$ cat config.mk
export PLATFORM = sky130hd
export DESIGN_NAME = shared_rail_enable_logic
export DESIGN_NICKNAME = d
export VERILOG_FILES = /design/src/edge_delay_timer.v /design/src/shared_rail_enable_logic.v
export VERILOG_INCLUDE_DIRS = /design/src
export SDC_FILE = /design/constraint.sdc
export NUM_CORES = 1
export LEC_CHECK = 0
export BUFFER_PORTS_ARGS = -buffer_cell sky130_fd_sc_hd__buf_4
export CORE_MARGIN = 2
export CORE_UTILIZATION = 35
export CTS_BUF_LIST = sky130_fd_sc_hd__clkbuf_2
export DETAILED_ROUTE_END_ITERATION = 6
export GPL_ROUTABILITY_DRIVEN = 0
export PLACE_DENSITY = 0.56
export SLEW_MARGIN = 5
export SYNTH_ARGS = -nofsm -noshare
export SYNTH_HDL_FRONTEND = slang
export SYNTH_HIERARCHICAL = 1
export SYNTH_SLANG_ARGS = --single-unit
$ cat constraint.sdc
create_clock -name clk_in -period 14.2 [get_ports clk_in]
set_clock_uncertainty 0.05 [all_clocks]
set_input_delay 4.26 -clock clk_in [delete_from_list [all_inputs] [get_ports clk_in]]
set_output_delay 4.26 -clock clk_in [all_outputs]
set_load 0.01 [all_outputs]
$ cat src/rail_enable_defs.vh
`ifndef RAIL_ENABLE_DEFS_VH
`define RAIL_ENABLE_DEFS_VH

// register offsets
`define POWER_GOOD_MASK_ONE_ADDR   8'h25
`define PIN_SEL_MASK_TWO_ADDR 8'h26
`define EDGE_DELAY_ADDR       8'h27

// register reset values
`define POWER_GOOD_MASK_ONE_RST    8'h00
`define PIN_SEL_MASK_TWO_RST  8'h00
`define EDGE_DELAY_RST        8'h00

// answer to an unmapped read
`define UNMAPPED_READ_DATA    8'h00

// second register field positions
`define MASK_THIRD_LDO_BIT    0
`define MASK_FIRST_SWITCH_BIT 1
`define ENABLE_SOURCE_LSB     2
`define ENABLE_SOURCE_MSB     4
`define THRESHOLD_LSB         5
`define THRESHOLD_MSB         6

// third register field positions
`define RISE_DELAY_LSB        0
`define RISE_DELAY_MSB        2
`define FALL_DELAY_LSB        3
`define FALL_DELAY_MSB        5

// enable source codes
`define SRC_PIN_ONE           3'h0
`define SRC_PIN_TWO           3'h1
`define SRC_PIN_FIVE          3'h2
`define SRC_PIN_FOUR          3'h3
`define SRC_PIN_THREE         3'h4
`define SRC_PIN_THREE_FOUR    3'h5
`define SRC_PIN_SIX           3'h6
`define SRC_ALWAYS_ON         3'h7

// timing: one millisecond at the 125 MHz clock
`define CLOCK_MHZ             125
`define MS_IN_NS              1000000
`define CLOCK_PERIOD_NS       8
`define CYCLES_PER_MS         (`MS_IN_NS / `CLOCK_PERIOD_NS)

`endif

$ cat src/edge_delay_timer.v
`timescale 1ns/1ps
`include "rail_enable_defs.vh"

// filters a level: a change is passed on only after it held for the coded time
module edge_delay_timer #(
  parameter CYCLES_PER_MS = `CYCLES_PER_MS,  // cycles in one millisecond
  parameter COUNT_WIDTH   = 24               // holds 64 ms of cycles
) (
  // clock and reset
  input  wire       clk_in,
  input  wire       sys_rst_in,
  // level to filter and delay codes
  input  wire       level_in,
  input  wire [2:0] rise_code_in,
  input  wire [2:0] fall_code_in,
  // delayed level
  output reg        level_out
);

  reg [COUNT_WIDTH-1:0] elapsed;      // cycles the pending change has held
  reg [COUNT_WIDTH-1:0] next_elapsed;
  reg                   next_level;
  reg [COUNT_WIDTH-1:0] target;       // cycles needed for the pending change
  reg [31:0]            target_wide;  // product before trimming to the counter

  // delay code to milliseconds, shared by both edge directions
  function [6:0] code_to_ms;
    input [2:0] code;
    begin
      case (code)
        3'h0:    code_to_ms = 7'h00;
        3'h1:    code_to_ms = 7'h02;
        3'h2:    code_to_ms = 7'h04;
        3'h3:    code_to_ms = 7'h08;
        3'h4:    code_to_ms = 7'h10;
        3'h5:    code_to_ms = 7'h18;
        3'h6:    code_to_ms = 7'h20;
        default: code_to_ms = 7'h40;
      endcase
    end
  endfunction

  // pick the target for the direction of the pending change
  always @* begin
    if (level_in) begin
      target_wide = code_to_ms(rise_code_in) * CYCLES_PER_MS;
    end else begin
      target_wide = code_to_ms(fall_code_in) * CYCLES_PER_MS;
    end
    // COUNT_WIDTH is sized for 64 ms of cycles, so the cut drops only zeros
    target = target_wide[COUNT_WIDTH-1:0];
  end

  // a bounce back to the current level restarts the wait, so glitches shorter than the coded time never pass
  always @* begin
    next_level   = level_out;
    next_elapsed = {COUNT_WIDTH{1'b0}};
    if (level_in != level_out) begin
      // code zero gives the change on the next edge
      if ((elapsed + {{(COUNT_WIDTH-1){1'b0}}, 1'b1}) >= target) begin
        next_level = level_in;
      end else begin
        next_elapsed = elapsed + {{(COUNT_WIDTH-1){1'b0}}, 1'b1};
      end
    end
  end

  // state registers
  always @(posedge clk_in or posedge sys_rst_in) begin
    if (sys_rst_in) begin
      elapsed   <= {COUNT_WIDTH{1'b0}};
      level_out <= 1'b0;
    end else begin
      elapsed   <= next_elapsed;
      level_out <= next_level;
    end
  end

endmodule

$ cat src/shared_rail_enable_logic.v
`timescale 1ns/1ps
`include "rail_enable_defs.vh"

// Functional notes
// - mask one bits: ldo2, load switch, bucks 6..1
// - mask bit one drops that good signal
// - mask two: bit1 switch rail, bit0 ldo3
// - source field bits 4:2 picks control pin
// - code 111 enables without any pin
// - bits 6:5 select power good threshold
// - rise delay coded in bits 2:0
// - fall delay coded in bits 5:3
module shared_rail_enable_logic #(
  parameter CYCLES_PER_MS = `CYCLES_PER_MS  // shorten for simulation
) (
  // clock and reset
  input  wire       clk_in,
  input  wire       sys_rst_in,
  // register port behind the serial front end
  input  wire [7:0] reg_addr_in,
  input  wire [7:0] reg_wdata_in,
  input  wire       reg_wr_in,
  input  wire       reg_rd_in,
  output reg  [7:0] reg_rdata_out,
  output reg        reg_rvalid_out,
  // control pins, asynchronous
  input  wire       control_pin_one_in,
  input  wire       control_pin_two_in,
  input  wire       control_pin_three_in,
  input  wire       control_pin_four_in,
  input  wire       control_pin_five_in,
  input  wire       control_pin_six_in,
  // power good of other rails, asynchronous, active high
  input  wire       second_general_ldo_power_good_in,
  input  wire       first_load_switch_power_good_in,
  input  wire [5:0] buck_power_good_in,
  input  wire       first_switch_rail_power_good_in,
  input  wire       third_general_ldo_power_good_in,
  // rail control
  output reg        rail_enable_out,
  output reg  [1:0] rail_power_good_threshold_out
);

  // configuration registers
  reg [7:0] rail_power_good_mask_one;           // one mask bit per rail
  reg [7:0] rail_pin_select_and_mask_two;  // masks, source, threshold
  reg [7:0] rail_edge_delay;               // rise and fall delay codes

  // synchronisers: first stage feeds only the second
  reg [5:0] pin_meta;
  reg [5:0] pin_sync;  // {six, five, four, three, two, one}
  reg [9:0] good_meta;
  reg [9:0] good_sync; // {switch, ldo3, ldo2, load switch, buck_converter_six..1}

  // enable path
  reg        selected_enable;  // output of the pin multiplexer
  wire       delayed_enable;   // after the edge delays
  wire [9:0] good_mask;        // 1 drops a good signal
  wire       goods_ok;         // every kept good is high
  reg        next_rail_enable;

  // field views
  wire [2:0] rail_enable_source;
  wire [2:0] rail_rise_delay;
  wire [2:0] rail_fall_delay;
  wire       mask_first_switch_good;
  wire       mask_third_ldo_good;

  assign rail_enable_source     = rail_pin_select_and_mask_two[`ENABLE_SOURCE_MSB:
                                                               `ENABLE_SOURCE_LSB];
  assign rail_rise_delay        = rail_edge_delay[`RISE_DELAY_MSB:`RISE_DELAY_LSB];
  assign rail_fall_delay        = rail_edge_delay[`FALL_DELAY_MSB:`FALL_DELAY_LSB];
  assign mask_first_switch_good = rail_pin_select_and_mask_two[`MASK_FIRST_SWITCH_BIT];
  assign mask_third_ldo_good    = rail_pin_select_and_mask_two[`MASK_THIRD_LDO_BIT];

  // offset to one-hot register select; writes and reads share one decode
  function [2:0] offset_select;
    input [7:0] offset;
    begin
      case (offset)
        `POWER_GOOD_MASK_ONE_ADDR:   offset_select = 3'h1;
        `PIN_SEL_MASK_TWO_ADDR: offset_select = 3'h2;
        `EDGE_DELAY_ADDR:       offset_select = 3'h4;
        default:                offset_select = 3'h0;  // other blocks own the rest
      endcase
    end
  endfunction

  // one-hot hit: bit 0 mask one, bit 1 pin select, bit 2 edge delay
  wire [2:0] offset_hit;
  assign offset_hit = offset_select(reg_addr_in);

  // register writes; reserved bits are stored but steer nothing
  always @(posedge clk_in or posedge sys_rst_in) begin
    if (sys_rst_in) begin
      // all clear: pin one, no delays, every good kept
      rail_power_good_mask_one          <= `POWER_GOOD_MASK_ONE_RST;
      rail_pin_select_and_mask_two <= `PIN_SEL_MASK_TWO_RST;
      rail_edge_delay              <= `EDGE_DELAY_RST;
    end else if (reg_wr_in) begin
      // a miss writes nothing: other offsets belong to other blocks
      if (offset_hit[0]) begin
        rail_power_good_mask_one <= reg_wdata_in;
      end
      if (offset_hit[1]) begin
        // bit 7 is reserved: kept for read back only
        rail_pin_select_and_mask_two <= reg_wdata_in;
      end
      if (offset_hit[2]) begin
        // bits 7:6 are reserved: kept for read back only
        rail_edge_delay <= reg_wdata_in;
      end
    end
  end

  // register reads, answered one cycle after the strobe
  always @(posedge clk_in or posedge sys_rst_in) begin
    if (sys_rst_in) begin
      reg_rdata_out  <= `UNMAPPED_READ_DATA;
      reg_rvalid_out <= 1'b0;
    end else begin
      // valid mirrors the strobe, so back-to-back reads each get an answer
      reg_rvalid_out <= reg_rd_in;
      // data holds between reads; a same-cycle write shows on the next read
      if (reg_rd_in) begin
        case (offset_hit)
          3'h1:    reg_rdata_out <= rail_power_good_mask_one;
          3'h2:    reg_rdata_out <= rail_pin_select_and_mask_two;
          3'h4:    reg_rdata_out <= rail_edge_delay;
          default: reg_rdata_out <= `UNMAPPED_READ_DATA;  // unmapped reads as zero
        endcase
      end
    end
  end

  // two-stage synchronisers for pins and good signals from analog
  always @(posedge clk_in or posedge sys_rst_in) begin
    if (sys_rst_in) begin
      // idle low, so no false enable follows reset
      pin_meta  <= 6'h00;
      pin_sync  <= 6'h00;
      good_meta <= 10'h000;
      good_sync <= 10'h000;
    end else begin
      // first stage may ring; nothing but the second stage reads it
      pin_meta  <= {control_pin_six_in, control_pin_five_in, control_pin_four_in,
                    control_pin_three_in, control_pin_two_in, control_pin_one_in};
      pin_sync  <= pin_meta;
      // goods come from comparators outside the clock domain
      good_meta <= {first_switch_rail_power_good_in, third_general_ldo_power_good_in,
                    second_general_ldo_power_good_in, first_load_switch_power_good_in,
                    buck_power_good_in};
      good_sync <= good_meta;
    end
  end

  // enable source multiplexer
  always @* begin
    // pin_sync order is {six, five, four, three, two, one}
    case (rail_enable_source)
      `SRC_PIN_ONE:        selected_enable = pin_sync[0];
      `SRC_PIN_TWO:        selected_enable = pin_sync[1];
      `SRC_PIN_FIVE:       selected_enable = pin_sync[4];
      `SRC_PIN_FOUR:       selected_enable = pin_sync[3];
      `SRC_PIN_THREE:      selected_enable = pin_sync[2];
      `SRC_PIN_THREE_FOUR: selected_enable = pin_sync[2] & pin_sync[3];
      `SRC_PIN_SIX:        selected_enable = pin_sync[5];
      `SRC_ALWAYS_ON:      selected_enable = 1'b1;
      // unreachable with three select bits; keeps the mux total
      default:             selected_enable = 1'b0;
    endcase
  end

  // rise and fall delays on the selected enable
  // latency: two sync stages, one timer stage and the output flop, so a pin
  // change with delay code zero reaches the rail on the fourth edge
  edge_delay_timer #(
    .CYCLES_PER_MS (CYCLES_PER_MS)
  ) u_edge_delay (
    .clk_in       (clk_in),
    .sys_rst_in   (sys_rst_in),
    .level_in     (selected_enable),
    .rise_code_in (rail_rise_delay),
    .fall_code_in (rail_fall_delay),
    .level_out    (delayed_enable)
  );

  // mask bits line up with the synchronised good vector
  assign good_mask = {mask_first_switch_good, mask_third_ldo_good,
                      rail_power_good_mask_one};
  // a masked good counts as high, so it no longer holds the rail back
  assign goods_ok  = &(good_sync | good_mask);

  // the rail latches on once goods agree; only the enable takes it down
  always @* begin
    // hold unless something below moves it
    next_rail_enable = rail_enable_out;
    // enable low wins over goods, so the rail can always be shut off
    if (!delayed_enable) begin
      next_rail_enable = 1'b0;
    end else if (goods_ok) begin
      // a good that drops later does not pull the rail down
      next_rail_enable = 1'b1;
    end
  end

  // rail outputs from flip-flops
  always @(posedge clk_in or posedge sys_rst_in) begin
    if (sys_rst_in) begin
      rail_enable_out               <= 1'b0;
      rail_power_good_threshold_out <= 2'h0;
    end else begin
      rail_enable_out               <= next_rail_enable;
      // threshold code only passes through; the comparator sits in the rail
      rail_power_good_threshold_out <= rail_pin_select_and_mask_two[`THRESHOLD_MSB:
                                                                    `THRESHOLD_LSB];
    end
  end

endmodule

After elaboration in Yosys (flattened, before gate mapping)
Cells that the tools add are included.
{"block": "classes", "add_sub_neg": 1, "mul": 2, "div": 0, "magnitude_cmp": 1, "eq_ne": 27, "shift": 0, "mux": 12, "n_bitwise": 2, "reduce_logical": 8}
{"op": "$pmux 7 s7", "count": 2}
{"op": "$mux 24", "count": 3}
{"op": "$mul 7x14->21 const B", "count": 2}
{"op": "$eq 3x3->1 const B", "count": 11}
{"op": "$add 24x1->24 const B", "count": 1}
{"op": "$eq 8x6->1 const B", "count": 3}
{"op": "$ge 24x24->1", "count": 1}
{"op": "$pmux 8 s3", "count": 1}
{"op": "$eq 3x2->1 const B", "count": 7}
{"op": "$mux 7", "count": 2}
{"op": "$eq 3x1->1 const B", "count": 4}
{"op": "$or 10x10->10", "count": 1}
{"op": "$reduce_and 10->1", "count": 1}
{"op": "$logic_not 3->1", "count": 3}
{"op": "$pmux 3 s3", "count": 1}
{"op": "$pmux 1 s8", "count": 1}
{"op": "$reduce_and 2->1", "count": 4}
{"op": "$mux 1", "count": 2}
{"op": "$ne 2x2->1 const B", "count": 1}
{"op": "$and 1x1->1", "count": 1}
{"op": "$ne 1x1->1", "count": 1}
{"block": "word_totals", "register_bits": 93, "latch_bits": 0, "mem_bits_rw": 0, "romBits": 0, "input_bits": 36, "output_inout_bits": 12, "elab_cells": 66, "mem_count": 0}

Logic depth before layout (Yosys ltp)
{"block": "depth", "depth_word": 8, "mapped_depth": 24}

By module
Netlist, hierarchy kept.
{"module": "edge_delay_timer", "n_inst": 1, "cells_each": 445, "area_each_um2": 3831.2, "seq_area_each_um2": 625.6}
{"module": "shared_rail_enable_logic", "n_inst": 1, "cells_each": 157, "area_each_um2": 2482.4, "seq_area_each_um2": 1701.6}

Worst setup path before layout
OpenSTA, ideal clock, no wires.
{"block": "synth_path", "path_type": "input -> register", "start": "in reg_addr_in[7]", "end": "reg rail_edge_delay[0]", "arrival_time_ns": 5.385, "setup_slack_ns": 8.640, "cell_stages": 3, "path_buffers": 0, "path_cell_list": "nand4bb_4 nor4b_4 mux2_2"}
{"block": "synth_via", "elab_chain_cells": 3}
{"item": "from (decl)", "line_no": "shared_rail_enable_logic.v:20", "source": "input wire [7:0] reg_addr_in,"}
{"item": "$eq 8x6->1", "line_no": "shared_rail_enable_logic.v:80", "source": "case (offset)"}
{"item": "$pmux 3 s3 (*)", "line_no": "shared_rail_enable_logic.v:80"}
{"item": "$reduce_and 2->1 (no line) (*)"}
{"item": "to (signal assigned)", "line_no": "shared_rail_enable_logic.v:99", "source": "rail_edge_delay <= `EDGE_DELAY_RST;"}
{"item": "to (signal assigned)", "line_no": "shared_rail_enable_logic.v:111", "source": "rail_edge_delay <= reg_wdata_in;"}
{"item": "to (decl)", "line_no": "shared_rail_enable_logic.v:47", "source": "reg [7:0] rail_edge_delay;"}
Mark *: on every way between the ends. The rest lies on a longest branch, timed or not.
A chain may end at the register's enable or synchronous reset.

Worst setup path in the final report
{"block": "layout_path", "start": "reg rail_edge_delay[0]", "end": "reg u_edge_delay.elapsed[6]"}
{"block": "layout_via", "elab_chain_cells": 8}
{"item": "$eq 3x3->1, or another cell as far along", "line_no": "edge_delay_timer.v:30", "source": "case (code)"}
{"item": "$pmux 7 s7 (*)", "line_no": "edge_delay_timer.v:30"}
{"item": "$mux 7 (*)", "line_no": "edge_delay_timer.v:45", "source": "if (level_in) begin"}
{"item": "$mul 7x14->21 (*)", "line_no": "edge_delay_timer.v:46", "source": "target_wide = code_to_ms(rise_code_in) * CYCLES_PER_MS;"}
{"item": "$mux 24 (*)", "line_no": "edge_delay_timer.v:45"}
{"item": "$ge 24x24->1 (*)", "line_no": "edge_delay_timer.v:60", "source": "if ((elapsed + {{(COUNT_WIDTH-1){1'b0}}, 1'b1}) >= target) begin"}
{"item": "$mux 24 (*)", "line_no": "edge_delay_timer.v:60"}
{"item": "$mux 24 (*)", "line_no": "edge_delay_timer.v:58", "source": "if (level_in != level_out) begin"}
{"item": "net u_edge_delay.next_elapsed[6]", "line_no": "edge_delay_timer.v:21", "source": "reg [COUNT_WIDTH-1:0] next_elapsed;"}
{"item": "to (signal assigned)", "line_no": "edge_delay_timer.v:71", "source": "elapsed <= {COUNT_WIDTH{1'b0}};"}
{"item": "to (signal assigned)", "line_no": "edge_delay_timer.v:74", "source": "elapsed <= next_elapsed;"}
{"item": "to (decl)", "line_no": "edge_delay_timer.v:20", "source": "reg [COUNT_WIDTH-1:0] elapsed;"}
The timed path passes the listed nets; every way through them passes the cells marked *. The select of a mux whose other input is x is not followed.

==> metrics <==
mux cell area share after synthesis 0.0715; Max Clock Freq ~0.17 GHz; Tot Pwr 0.559 mW; Ports 48; Rel. slew slack 0.358; complex-gate fraction of the synthesized area 0.117; die width approximately 140 um; unrepaired setup endpoints after global routing no; max_cap viols 0; CP required ~15 ns; DR WL met2 between 6000 and 7000 um; leakage 3.73 nW; CTS sink cnt slightly above 90; Final setup viols 0; core box area 17800 um^2; area of the die roughly 19000 um^2; critical path depth 20; Post-synth ARST share 1.00; CP Max Fanout 9; GRT overflow 0; post-synthesis adder-cell area fraction 0.207; slowest CP cell o21ai_0; CTS Hold Bufs 0; Met3 Routed Length approximately 540 um; R2R Setup Slk roughly 8.3 ns; die height roughly 140 um; final WL around 14000 um; final cycle utilization of the critical path 0.412; post-synthesis xor/xnor area fraction 0.0513; Yosys cell types 62; input/output buffers 47; CTS tree yes; Clk Latency, worst-skew pair 0.57 ns; buffers and inverters on the worst path 3; Cell Pwr Density ~80 nW/um^2; syn_area_per_cell 10.5 um^2; critical path class flop to flop; 1st-pass router iterations 4; layout net count 785; number of remaining DRC errors 0; worst setup path startpoint rail_edge_delay[0]$_DFFE_PP0P_; root buf cell clkbuf_2; M1 WL about 6400 um; hold violation total from the final report 0; WP data arrival 6.28 ns; critical path launch point type flop; crit-path most repeated cell ha_1; CP Capture Type flop; Area growth, synth to finish 12.3%; Setup TNS 0 ns; post-synthesis cell area about 6300 um^2; Detail Placement HPWL ~11000 um; Max IR drop VDD ~0.071 mV; number of synthesized register bits between 90 and 100; largest family of logic cells by synthesized area adder cells; synthesis warning total 6; fraction of layout cells with a size suffix above 1 0.182; simple logic cell fraction of the synthesized area 0.140; share of the yosys chip area belonging to registers 0.369; first-pass GRT wire length between 20000 and 25000 um; Clock transition at path regs 0.26 ns; top sig layer met4; Iteration-0 DRC Markers 324; Min Hold Slack about 0.33 ns; Max Buffers Root-to-Sink 2; max-slew violation count 0; Cell Rows 49; Tmin final approximately 6 ns; Final ANT Viol Nets 0; Via density roughly 5.2; RR Startpoint rail_edge_delay[0]$_DFFE_PP0P_; Least-Margin Pin Slew approximately 0.96 ns; Fillers between 1500 and 2000; Post-synth EDFFs 0; Worst Hold Class flop to flop; Reg-to-Reg End u_edge_delay/elapsed[6]$_DFF_PP0_; outcome finished, final reports clean; family with the most delay on the worst path adder cells; worst path cell trace inv_1, nor3_1, inv_1, fa_1, inv_1, ha_1, fa_1, ha_1, ha_1, nand2_1, nand2_1, o31a_1, or3_1, a31oi_1, ha_1, a21oi_1, o21ai_0, nor2_1, nand2_1, a21oi_1; top_reg_cell synth dfrtp_1; WL/cell between 15 and 20 um; Post-CTS Resized 0; via count roughly 4600; Worst Setup EP u_edge_delay/elapsed[6]$_DFF_PP0_; largest net degree at the start of global routing 69; htree depth 3; Mapped Cells roughly 600; initial antenna violation count 1; R2R cell count 20; number of global-route vias before repair 4597; CP max stage delay 0.61 ns; GRT Total Usage 0.147; initial core utilization 0.354; CTS buffer count 9; Setup Fix Bufs, Post-CTS 0
==> logic make-up (layout without fill, tap and decap cells) <==
family | after synthesis | count (layout)
AO/OA/AOI/OAI | 112 | 112
XOR/XNOR | 37 | 37
adder cells (fa/ha/maj) | 99 | 99
buffers and inverters | 71 | 120
flip-flops | 93 | 93
multiplexers | 41 | 41
other | 1 | 6
AND/OR/NAND/NOR | 148 | 148
==> cell usage in the layout, fill, tap and decap left out, types with 5 or more instances in the layout <==
cell type / count
nand3_1: 19
clkbuf_2: 9
a22oi_1: 8
dfrtp_1: 93
nand2b_1: 7
nand2_1: 35
mux2i_1: 8
ha_1: 90
o21ai_0: 12
a21oi_1: 30
buf_4: 51
nand4_1: 7
fa_1: 9
a21o_1: 8
conb_1: 5
inv_1: 52
nor3_1: 16
o22ai_1: 14
mux2_2: 33
nor4_1: 5
nor2_1: 29
xnor2_1: 16
a211oi_1: 10
xor2_1: 21
==> synth_stat cells (4+ instances only) <==
master / number / area share
a21o_1: 8 / 0.0095
nand4_1: 7 / 0.0069
o22ai_1: 14 / 0.014
nand3_1: 19 / 0.015
a22oi_1: 8 / 0.0095
nor4_1: 5 / 0.0050
clkbuf_1: 9 / 0.0054
a21oi_1: 30 / 0.024
mux2i_1: 8 / 0.013
xnor2_1: 16 / 0.022
xor2_1: 21 / 0.029
a31oi_1: 4 / 0.0040
and3_1: 4 / 0.0040
a211oi_1: 10 / 0.012
nor2_1: 29 / 0.017
nand2b_1: 7 / 0.0069
a2111oi_0: 4 / 0.0055
nor3_1: 16 / 0.013
dfrtp_1: 93 / 0.37
fa_1: 9 / 0.029
nand2_1: 35 / 0.021
buf_2: 6 / 0.0048
o21ai_0: 12 / 0.0095
ha_1: 90 / 0.18
o211ai_1: 4 / 0.0048
mux2_2: 33 / 0.059
inv_1: 53 / 0.032
==> power by group <==
group	internal, mW	total [mW]	switching, mW
sequential	0.278	0.293	0.0156
clock	0.0611	0.155	0.0944
combinational	0.0421	0.110	0.0677
total	0.381	0.559	0.178
==> state kept, by name, indices dropped and copies added, names as in the netlist, 2 cells and up <==
signal and count:
rail_edge_delay 8, pin_sync 6, reg_rdata_out 8, rail_power_good_mask_one 8, good_meta 10, rail_power_good_threshold_out 2
u_edge_delay/elapsed 24, good_sync 10, rail_pin_select_and_mask_two 8, pin_meta 6
==> worst min-delay path by stage <==
stage	start	end	slack (ns)	depth (start not counted)
floorplan	good_meta[0]$_DFF_PP0_	good_sync[0]$_DFF_PP0_	0.28	0
global placement	good_meta[3]$_DFF_PP0_	good_sync[3]$_DFF_PP0_	0.28	0
detailed placement	good_meta[0]$_DFF_PP0_	good_sync[0]$_DFF_PP0_	0.28	0
CTS	good_meta[6]$_DFF_PP0_	good_sync[6]$_DFF_PP0_	0.32	0
global route	pin_meta[3]$_DFF_PP0_	pin_sync[3]$_DFF_PP0_	0.34	0
finish	good_meta[6]$_DFF_PP0_	good_sync[6]$_DFF_PP0_	0.33	0
==> through the flow <==
stage          setup slack, ns  instance area, um^2  instances   util
3_5_place_dp              7.78                 6940        868  0.389
2_1_floorplan             8.18                 6330        606      -
3_3_place_gp              7.81                 6940        868  0.389
6_report                  8.35                 7090        885  0.397
4_1_cts                   8.33                 7090        884  0.397
5_1_grt                   7.76                 7090        885  0.397
==> layer usage <==
metal  vias to the layer above  GRT usage
met2                        82      0.242
li1                       2256          -
met4                         0     0.0430
met5                         -          0
met3                        11     0.0225
met1                      2213      0.203
==> area by class of cell <==
cell class | count | area, um^2 | share of cell area
Timing Repair Buffer | 51 | 383 | 0.0540
Clock inverter | 7 | 105 | 0.0148
Antenna cell | 1 | 2.50 | 0.000353
Inverter | 53 | 199 | 0.0281
Sequential cell | 93 | 2330 | 0.328
Clock buffer | 9 | 45.0 | 0.00635
Multi-Input combinational cell | 442 | 3740 | 0.528
Tap cell | 229 | 287 | 0.0404
Note: power is estimated with default switching activity, not from simulation.
